[config.mk]
export PLATFORM = sky130hd
export DESIGN_NAME = dism_top
export DESIGN_NICKNAME = d
export VERILOG_FILES = /design/src/hw/dism_pkg.sv /design/src/hw/dism_route_cell.sv /design/src/hw/dism_top.sv
export SDC_FILE = /design/constraint.sdc
export NUM_CORES = 1
export LEC_CHECK = 0
export BUFFER_PORTS_ARGS = -buffer_cell sky130_fd_sc_hd__buf_2
export CAP_MARGIN = 25
export CORE_MARGIN = 2
export CORE_UTILIZATION = 40
export DETAILED_ROUTE_END_ITERATION = 8
export PLACE_DENSITY = 0.78
export SYNTH_ARGS = -nofsm -noshare
export SYNTH_HDL_FRONTEND = slang
export SYNTH_SLANG_ARGS = --single-unit
[constraint.sdc]
create_clock -name mclk -period 2.5 [get_ports mclk]
set_input_delay 0.25 -clock mclk [delete_from_list [all_inputs] [get_ports mclk]]
set_output_delay 0.25 -clock mclk [all_outputs]
set_load 0.02 [all_outputs]
[src/hw/dism_pkg.sv]
// Purpose: Shared constants and carriers for the DMA interrupt source multiplexer.
// Assumes: 16-bit memory-mapped register space on the processor clock.
// Notes:   The route-select field position is a local placement choice.
package dism_pkg;

  // ----------------------------------------------------------------
  // Register map
  // ----------------------------------------------------------------
  localparam int          ADDR_WIDTH        = 16;
  localparam int          DATA_WIDTH        = 16;
  localparam logic [15:0] PREC_CTRL_OFFSET  = 16'h0054;
  localparam logic [15:0] PREC_CTRL_RESET   = 16'h0000;
  localparam int          ROUTE_SEL_LSB     = 6;
  localparam int          ROUTE_SEL_WIDTH   = 2;
  localparam int          DMA_CHANNELS      = 6;

  // Processor flag and mask bit positions that are shared
  localparam int          POS_CH0_SHARED    = 6;
  localparam int          POS_CH1_SHARED    = 7;
  localparam int          POS_CH2_SHARED    = 10;
  localparam int          POS_CH3_SHARED    = 11;

  // ----------------------------------------------------------------
  // Route-select encodings
  // ----------------------------------------------------------------
  typedef enum logic [1:0] {
    ROUTE_LEGACY     = 2'h0,
    ROUTE_SERIAL_DMA = 2'h1,
    ROUTE_ALL_DMA    = 2'h2,
    ROUTE_RESERVED   = 2'h3
  } dism_route_type;

  // ----------------------------------------------------------------
  // Carriers
  // ----------------------------------------------------------------
  typedef struct packed {
    logic reserved_irq;
    logic timer1_irq;
    logic serial1_rx_irq;
    logic serial1_tx_irq;
  } dism_legacy_type;

  typedef struct packed {
    logic pos6;
    logic pos7;
    logic pos10;
    logic pos11;
  } dism_shared_type;

endpackage

[src/hw/dism_route_cell.sv]
// Purpose: One shared interrupt position: picks the legacy or the DMA source.
// Assumes: Both sources are on mclk; no synchroniser needed.
// Notes:   Output is registered so the top drives it straight from a flop.
`timescale 1ns/1ps

module dism_route_cell (
  input  wire logic mclk,
  input  wire logic reset,
  input  wire logic ce,
  input  wire logic use_dma,
  input  wire logic legacy_irq,
  input  wire logic dma_irq,
  output logic      irq_out
);

  always_ff @(posedge mclk) begin
    if (reset) begin
      irq_out <= 1'h0;
    end else if (ce) begin
      irq_out <= use_dma ? dma_irq : legacy_irq;
    end
  end

endmodule

[src/hw/dism_top.sv]
// Purpose: Routes DMA channels 0 to 3 onto processor flag positions; channels 4 and 5 have own outputs.
// Assumes: Requests are same-clock pulses or levels; far side latches flags.
// Notes:   Reset acts even while ce is low; all other state freezes on ce low.
//
// Summary of operation
// - Each of six DMA channels yields its own processor interrupt request when route select is 10b.
// - DMA channels 2 and 3 may take flag positions 10 and 11.
// - DMA channel 1 may take flag position 7 from timer 1.
// - DMA channel 0 may take flag position 6 from the reserved source.
// - Reset clears route select to 00b, giving only legacy sources.
// - 01b routes channels 2,3; 10b routes channels 0 to 3; 11b reserved.
`timescale 1ns/1ps

module dism_top (
  input  wire logic                           mclk,
  input  wire logic                           reset,
  input  wire logic                           ce,
  input  wire logic [dism_pkg::ADDR_WIDTH-1:0] mmr_addr,
  input  wire logic                           mmr_wr,
  input  wire logic                           mmr_rd,
  input  wire logic [dism_pkg::DATA_WIDTH-1:0] mmr_wdata,
  output logic      [dism_pkg::DATA_WIDTH-1:0] mmr_rdata,
  input  wire logic [dism_pkg::DMA_CHANNELS-1:0] dma_ch_irq,
  input  wire dism_pkg::dism_legacy_type      legacy_irq,
  output dism_pkg::dism_shared_type           shared_irq,
  output logic                                dma_ch4_req,
  output logic                                dma_ch5_req,
  output dism_pkg::dism_route_type            route_active
);

  // ----------------------------------------------------------------
  // Control register
  // ----------------------------------------------------------------
  logic [dism_pkg::DATA_WIDTH-1:0]      dma_priority_enable_control;
  logic [dism_pkg::ROUTE_SEL_WIDTH-1:0] dma_irq_route_select;
  logic                                 reg_hit;
  logic                                 route_dma_hi;
  logic                                 route_dma_lo;
  dism_pkg::dism_route_type             next_route;

  assign reg_hit              = (mmr_addr == dism_pkg::PREC_CTRL_OFFSET);
  assign dma_irq_route_select =
    dma_priority_enable_control[dism_pkg::ROUTE_SEL_LSB +: dism_pkg::ROUTE_SEL_WIDTH];

  // Other bits are stored for the priority and enable logic elsewhere
  always_ff @(posedge mclk) begin
    if (reset) begin
      dma_priority_enable_control <= dism_pkg::PREC_CTRL_RESET;
    end else if (ce && mmr_wr && reg_hit) begin
      dma_priority_enable_control <= mmr_wdata;
    end
  end

  // Read answer one cycle after the strobe; unmapped reads give zero
  always_ff @(posedge mclk) begin
    if (reset) begin
      mmr_rdata <= '0;
    end else if (ce && mmr_rd) begin
      mmr_rdata <= reg_hit ? dma_priority_enable_control : '0;
    end
  end

  // ----------------------------------------------------------------
  // Route decode
  // ----------------------------------------------------------------
  // Reserved code falls back to legacy so a stray write cannot steal
  // timer or serial interrupts from running software.
  always_comb begin
    case (dma_irq_route_select)
      dism_pkg::ROUTE_LEGACY:     next_route = dism_pkg::ROUTE_LEGACY;
      dism_pkg::ROUTE_SERIAL_DMA: next_route = dism_pkg::ROUTE_SERIAL_DMA;
      dism_pkg::ROUTE_ALL_DMA:    next_route = dism_pkg::ROUTE_ALL_DMA;
      default:                    next_route = dism_pkg::ROUTE_LEGACY;
    endcase
  end

  assign route_dma_hi = (next_route == dism_pkg::ROUTE_SERIAL_DMA) ||
                        (next_route == dism_pkg::ROUTE_ALL_DMA);
  assign route_dma_lo = (next_route == dism_pkg::ROUTE_ALL_DMA);

  always_ff @(posedge mclk) begin
    if (reset) begin
      route_active <= dism_pkg::ROUTE_LEGACY;
    end else if (ce) begin
      route_active <= next_route;
    end
  end

  // ----------------------------------------------------------------
  // Shared positions
  // ----------------------------------------------------------------
  dism_route_cell u_pos6 (
    .mclk       (mclk),
    .reset      (reset),
    .ce         (ce),
    .use_dma    (route_dma_lo),
    .legacy_irq (legacy_irq.reserved_irq),
    .dma_irq    (dma_ch_irq[0]),
    .irq_out    (shared_irq.pos6)
  );

  dism_route_cell u_pos7 (
    .mclk       (mclk),
    .reset      (reset),
    .ce         (ce),
    .use_dma    (route_dma_lo),
    .legacy_irq (legacy_irq.timer1_irq),
    .dma_irq    (dma_ch_irq[1]),
    .irq_out    (shared_irq.pos7)
  );

  dism_route_cell u_pos10 (
    .mclk       (mclk),
    .reset      (reset),
    .ce         (ce),
    .use_dma    (route_dma_hi),
    .legacy_irq (legacy_irq.serial1_rx_irq),
    .dma_irq    (dma_ch_irq[2]),
    .irq_out    (shared_irq.pos10)
  );

  dism_route_cell u_pos11 (
    .mclk       (mclk),
    .reset      (reset),
    .ce         (ce),
    .use_dma    (route_dma_hi),
    .legacy_irq (legacy_irq.serial1_tx_irq),
    .dma_irq    (dma_ch_irq[3]),
    .irq_out    (shared_irq.pos11)
  );

  // ----------------------------------------------------------------
  // Unshared channels
  // ----------------------------------------------------------------
  // Same one-cycle latency as the shared positions keeps all six aligned
  always_ff @(posedge mclk) begin
    if (reset) begin
      dma_ch4_req <= 1'h0;
      dma_ch5_req <= 1'h0;
    end else if (ce) begin
      dma_ch4_req <= dma_ch_irq[4];
      dma_ch5_req <= dma_ch_irq[5];
    end
  end

  // ----------------------------------------------------------------
  // Checks
  // ----------------------------------------------------------------
  chk_reset_route_clear: assert property (
    @(posedge mclk) reset |=> (dma_irq_route_select == 2'h0) && !shared_irq.pos6 &&
                              !shared_irq.pos7 && !shared_irq.pos10 && !shared_irq.pos11)
    else $error("route select or shared outputs not cleared by reset");

  chk_route_write_takes: assert property (
    @(posedge mclk) disable iff (reset)
    (ce && mmr_wr && reg_hit) |=>
      dma_irq_route_select ==
        $past(mmr_wdata[dism_pkg::ROUTE_SEL_LSB +: dism_pkg::ROUTE_SEL_WIDTH]))
    else $error("route select write not stored");

  // Only a hit on the control offset may change the stored word
  chk_stray_write_ignored: assert property (
    @(posedge mclk) disable iff (reset)
    !(ce && mmr_wr && reg_hit) |=> $stable(dma_priority_enable_control))
    else $error("control register changed without a write to its offset");

  chk_read_returns_reg: assert property (
    @(posedge mclk) disable iff (reset)
    (ce && mmr_rd && reg_hit) |=> mmr_rdata == $past(dma_priority_enable_control))
    else $error("read of the control register returned a different word");

  chk_read_answer_holds: assert property (
    @(posedge mclk) disable iff (reset)
    !(ce && mmr_rd) |=> $stable(mmr_rdata))
    else $error("read data changed without a read");

  chk_pos10_dma_path: assert property (
    @(posedge mclk) disable iff (reset)
    (ce && (dma_irq_route_select == 2'h1 || dma_irq_route_select == 2'h2)) |=>
      (shared_irq.pos10 == $past(dma_ch_irq[2])) &&
      (shared_irq.pos11 == $past(dma_ch_irq[3])))
    else $error("positions 10 and 11 do not follow DMA channels 2 and 3");

  chk_pos7_timer_kept: assert property (
    @(posedge mclk) disable iff (reset)
    (ce && dma_irq_route_select != 2'h2) |=>
      shared_irq.pos7 == $past(legacy_irq.timer1_irq))
    else $error("position 7 lost timer 1 outside full DMA routing");

  chk_pos6_reserved_kept: assert property (
    @(posedge mclk) disable iff (reset)
    (ce && dma_irq_route_select != 2'h2) |=>
      shared_irq.pos6 == $past(legacy_irq.reserved_irq))
    else $error("position 6 lost the reserved source outside full DMA routing");

  chk_pos67_dma_path: assert property (
    @(posedge mclk) disable iff (reset)
    (ce && dma_irq_route_select == 2'h2) |=>
      (shared_irq.pos6 == $past(dma_ch_irq[0])) &&
      (shared_irq.pos7 == $past(dma_ch_irq[1])))
    else $error("positions 6 and 7 do not follow DMA channels 0 and 1");

  chk_reserved_is_legacy: assert property (
    @(posedge mclk) disable iff (reset)
    (ce && (dma_irq_route_select == 2'h3 || dma_irq_route_select == 2'h0)) |=>
      (shared_irq.pos6 == $past(legacy_irq.reserved_irq)) &&
      (shared_irq.pos10 == $past(legacy_irq.serial1_rx_irq)) &&
      (shared_irq.pos11 == $past(legacy_irq.serial1_tx_irq)) &&
      (route_active == dism_pkg::ROUTE_LEGACY))
    else $error("legacy or reserved route let a DMA source through");

  chk_ch45_direct: assert property (
    @(posedge mclk) disable iff (reset)
    ce |=> (dma_ch4_req == $past(dma_ch_irq[4])) &&
           (dma_ch5_req == $past(dma_ch_irq[5])))
    else $error("channel 4 or 5 request not forwarded in one cycle");

  chk_freeze_on_ce: assert property (
    @(posedge mclk) disable iff (reset)
    !ce |=> $stable(shared_irq) && $stable(dma_ch4_req) && $stable(dma_ch5_req) &&
            $stable(route_active) && $stable(mmr_rdata) &&
            $stable(dma_priority_enable_control))
    else $error("outputs changed while clock enable low");

endmodule

==> impl_metrics.ini <==
[cts]
cts_resized = 0
worst_setup_hold_path_clk_slew_ns = 0.07
clock_latency_ns = 0.29
ctsRootBufferMaster = sky130_fd_sc_hd__clkbuf_8
clock_sinks = 40
ctsLongestPathBuffers = 2
cts-buffers-inserted = 5
cts_hold_buf = 0
cts_tree = built
cts-htree-levels = 2
post_cts_buffers = 0

[synthesis]
synth_seq_area_share = 0.488
xor_xnor_share_of_the_synthesized_area = 0
synth_simple_gate_area_share = 0.206
yosys.area_share.adder = 0.0152
synth.ff_latch_count = 40
synthMuxAreaShare = 0.0488
synth_top_family_by_area = simple AND/OR/NAND/NOR gates
ys_warn_count = 0
synth.avg_cell_area_sq_um = 8.64
synth_compound_area_frac = 0.165
yosysUniqueCellTypes = 20
mappedNetlistArea_sq_mm = 0.00164
postSynthCellCount = 190
syn_nets = 239

[route]
wl_met3_um = 302
avgRoutedWirePerCell_um = 12.4
highest-signal-layer = met4
via_count = 1514
first_pass_iters = 4
dr.first_iter.drc_count = 133
met1_wl_um = 1550
post_drt_via_cell_ratio = 5.06
met2_length_um = 1790
route.antenna.remaining_nets = 0
post-route-drc-count = 0
drt-total-wl_um = 3700

[hold_path]
hold_path_end = dma_ch4_req$_SDFFE_PP0P_
hp-start = dma_ch_irq[4]
classification_of_the_worst_slack_hold_path = input port to flip-flop
hold_path_depth = 3

[cells_and_area]
postLayoutCoreUtil = 0.512
diodes = 0
most_frequent_cells_in_the_layout = sky130_fd_sc_hd__buf_2 (70), sky130_fd_sc_hd__dfxtp_1 (40), sky130_fd_sc_hd__nand3_1 (32), sky130_fd_sc_hd__a21oi_1 (32), sky130_fd_sc_hd__nand2_1 (18)
layout.nets = 297
layout.cell_area.non_filler_sq_mm = 0.00203
fraction_of_layout_cells_with_a_size_suffix_above_1 = 0.325
mostFrequentLayoutCell = sky130_fd_sc_hd__buf_2
area_growth_pct = 23.8

[floorplanning]
die-area_sq_mm = 0.00463
floorplan.io_pins = 71
initial_utilization = 0.413
core_region_area_sq_mm = 0.00397
chipHeight_um = 68.1
die-width_um = 68.1
rows = 23

[setup_path]
worst_reg2reg_path_endpoint = u_pos10.irq_out$_SDFFE_PP0P_
timing.critical_path.to_type = flip-flop
worst-r2r-setup-slack_ns = 1.27
worst_ep_arrival_time_ns = 1.65
startpoint_class = input port
worst_r2r_path_depth = 4
setup.worst_path.class = input port to flip-flop
critical_path.max_fanout = 16
worstReg2RegStart = dma_priority_enable_control[6]$_SDFFE_PP0P_
worst_ep_required_time_ns = 2.65

[sta]
worst_slack_ns = 0.992
finalCritPeriodShare = 0.603
max_slew_margin = 0.538
final_max_slew_viol_count = 0
finalSetupTns_ns = 0
timing.final.setup_violations = 0
worst_clock_skew_ns = 0.00455
grt_setup_unrepaired = no
final.min_clock_period_ns = 1.51
finalHoldViolations = 0
worst_slew_pin_slew_ns = 0.693
achievable-frequency_mhz = 663

[global_routing]
grt_antenna_before_repair = 0
global_route.usage.total = 0.170
pin_count_of_the_biggest_net_entering_global_routing = 41
vias_in_the_first_global_route = 1336
overflow = 0
grt_pass1_wl_um = 5930

[pwr]
pwr-share-comb = 0.080
total_leakage_power_nw = 0.844
netSwitchingPower_w = 0.000263
sw_frac_of_total = 0.225
intPower_w = 0.000907
pwr-share-clk = 0.368
vdd_ir_drop_max_uv = 291
power.density_mw_per_mm2 = 576
share_of_power_burned_in_registers = 0.552

[placed_design]
gpl_congestion = 0.697
dpl_worst_slack_ns = 0.709
placement.cell_area_sq_mm = 0.00194
hpwlAfterDp_um = 2600
placement.io_buffers = 70

[run_status]
status = finished, final reports clean

[run]
cap_viol_max_count = 0
## power groups by stage
stage | Sequential, W | Clock [W] | Combinational [W]
finish | 0.000646 | 0.000430 | 0.0000941
global route | 0.000646 | 0.000469 | 0.000104
CTS | 0.000646 | 0.000440 | 0.0000950
detailed placement | 0.000660 | 0 | 0.0000953
global placement | 0.000661 | 0 | 0.0000941
floorplan | 0.000663 | 0 | 0.0000491
## critical path, cell delays in order
cell and delay (ns):
sky130_fd_sc_hd__buf_2 0.10, sky130_fd_sc_hd__nor4b_2 0.30, sky130_fd_sc_hd__nand4_1 0.51, sky130_fd_sc_hd__o21ai_0 0.38
sky130_fd_sc_hd__a21oi_1 0.10
## per-stage QoR
stage	cells	hold WS [ns]	total power, W
6_report	299	0.199	0.00117
5_1_grt	299	0.216	0.00122
4_1_cts	299	0.197	0.00118
3_5_place_dp	291	0.442	0.000756
3_3_place_gp	291	0.437	0.000755
2_1_floorplan	190	0.397	0.000712
## cell families (layout without fill, tap and decap cells)
group,after synthesis,in the layout
compound gates,52,52
flops,40,40
buf+inv,22,81
mux,8,8
simple gates,66,66
fa+ha+maj,2,2
## layer usage
metal	vias up	global-route usage
met4	0	0.0700
met5	-	0
li1	775	-
met1	674	0.216
met2	59	0.265
met3	6	0.0559
## worst max-delay path by stage
stage | from | to | depth (start not counted)
2_1_floorplan | mmr_addr[10] | dma_priority_enable_control[10]$_SDFFE_PP0P_ | 5
3_3_place_gp | mmr_addr[9] | dma_priority_enable_control[11]$_SDFFE_PP0P_ | 5
3_5_place_dp | mmr_addr[10] | dma_priority_enable_control[14]$_SDFFE_PP0P_ | 5
4_1_cts | mmr_addr[10] | dma_priority_enable_control[14]$_SDFFE_PP0P_ | 5
5_1_grt | mmr_addr[9] | dma_priority_enable_control[14]$_SDFFE_PP0P_ | 5
6_report | mmr_addr[10] | dma_priority_enable_control[14]$_SDFFE_PP0P_ | 5
## area by class of cell
class	instances	area (sq um)
clock buffers	8	90.1
fillers	411	1940
inverters	2	7.51
multi-input cells	128	713
flip-flops and latches	40	801
well taps	50	62.6
repair buffers	71	358
## sequential cells by signal, summed over array words and instances, names as in the netlist
name,flops
dma_ch4_req,1
dma_ch5_req,1
dma_priority_enable_control,16
mmr_rdata,16
route_active,2
u_pos10.irq_out,1
u_pos11.irq_out,1
u_pos6.irq_out,1
u_pos7.irq_out,1
## cells in the mapped netlist
| master | count | area (sq um) |
|---|---|---|
| sky130_fd_sc_hd__buf_6 | 3 | 33.8 |
| sky130_fd_sc_hd__o21ai_0 | 16 | 80.1 |
| sky130_fd_sc_hd__nor2_1 | 8 | 30.0 |
| sky130_fd_sc_hd__nand4_1 | 1 | 6.26 |
| sky130_fd_sc_hd__mux2i_1 | 8 | 80.1 |
| sky130_fd_sc_hd__and4_1 | 1 | 8.76 |
| sky130_fd_sc_hd__buf_4 | 5 | 37.5 |
| sky130_fd_sc_hd__and2_1 | 2 | 12.5 |
| sky130_fd_sc_hd__nand2_1 | 18 | 67.6 |
| sky130_fd_sc_hd__buf_2 | 3 | 15.0 |
| sky130_fd_sc_hd__nand3_1 | 32 | 160 |
| sky130_fd_sc_hd__ha_1 | 2 | 25.0 |
| sky130_fd_sc_hd__inv_1 | 2 | 7.51 |
| sky130_fd_sc_hd__nor4b_2 | 1 | 15.0 |
| sky130_fd_sc_hd__a211oi_1 | 4 | 30.0 |
| sky130_fd_sc_hd__nor4_2 | 2 | 25.0 |
| sky130_fd_sc_hd__dfxtp_1 | 40 | 801 |
| sky130_fd_sc_hd__clkbuf_1 | 9 | 33.8 |
| sky130_fd_sc_hd__and4bb_2 | 1 | 12.5 |
| sky130_fd_sc_hd__a21oi_1 | 32 | 160 |
Note: power is estimated with default switching activity, not from simulation.
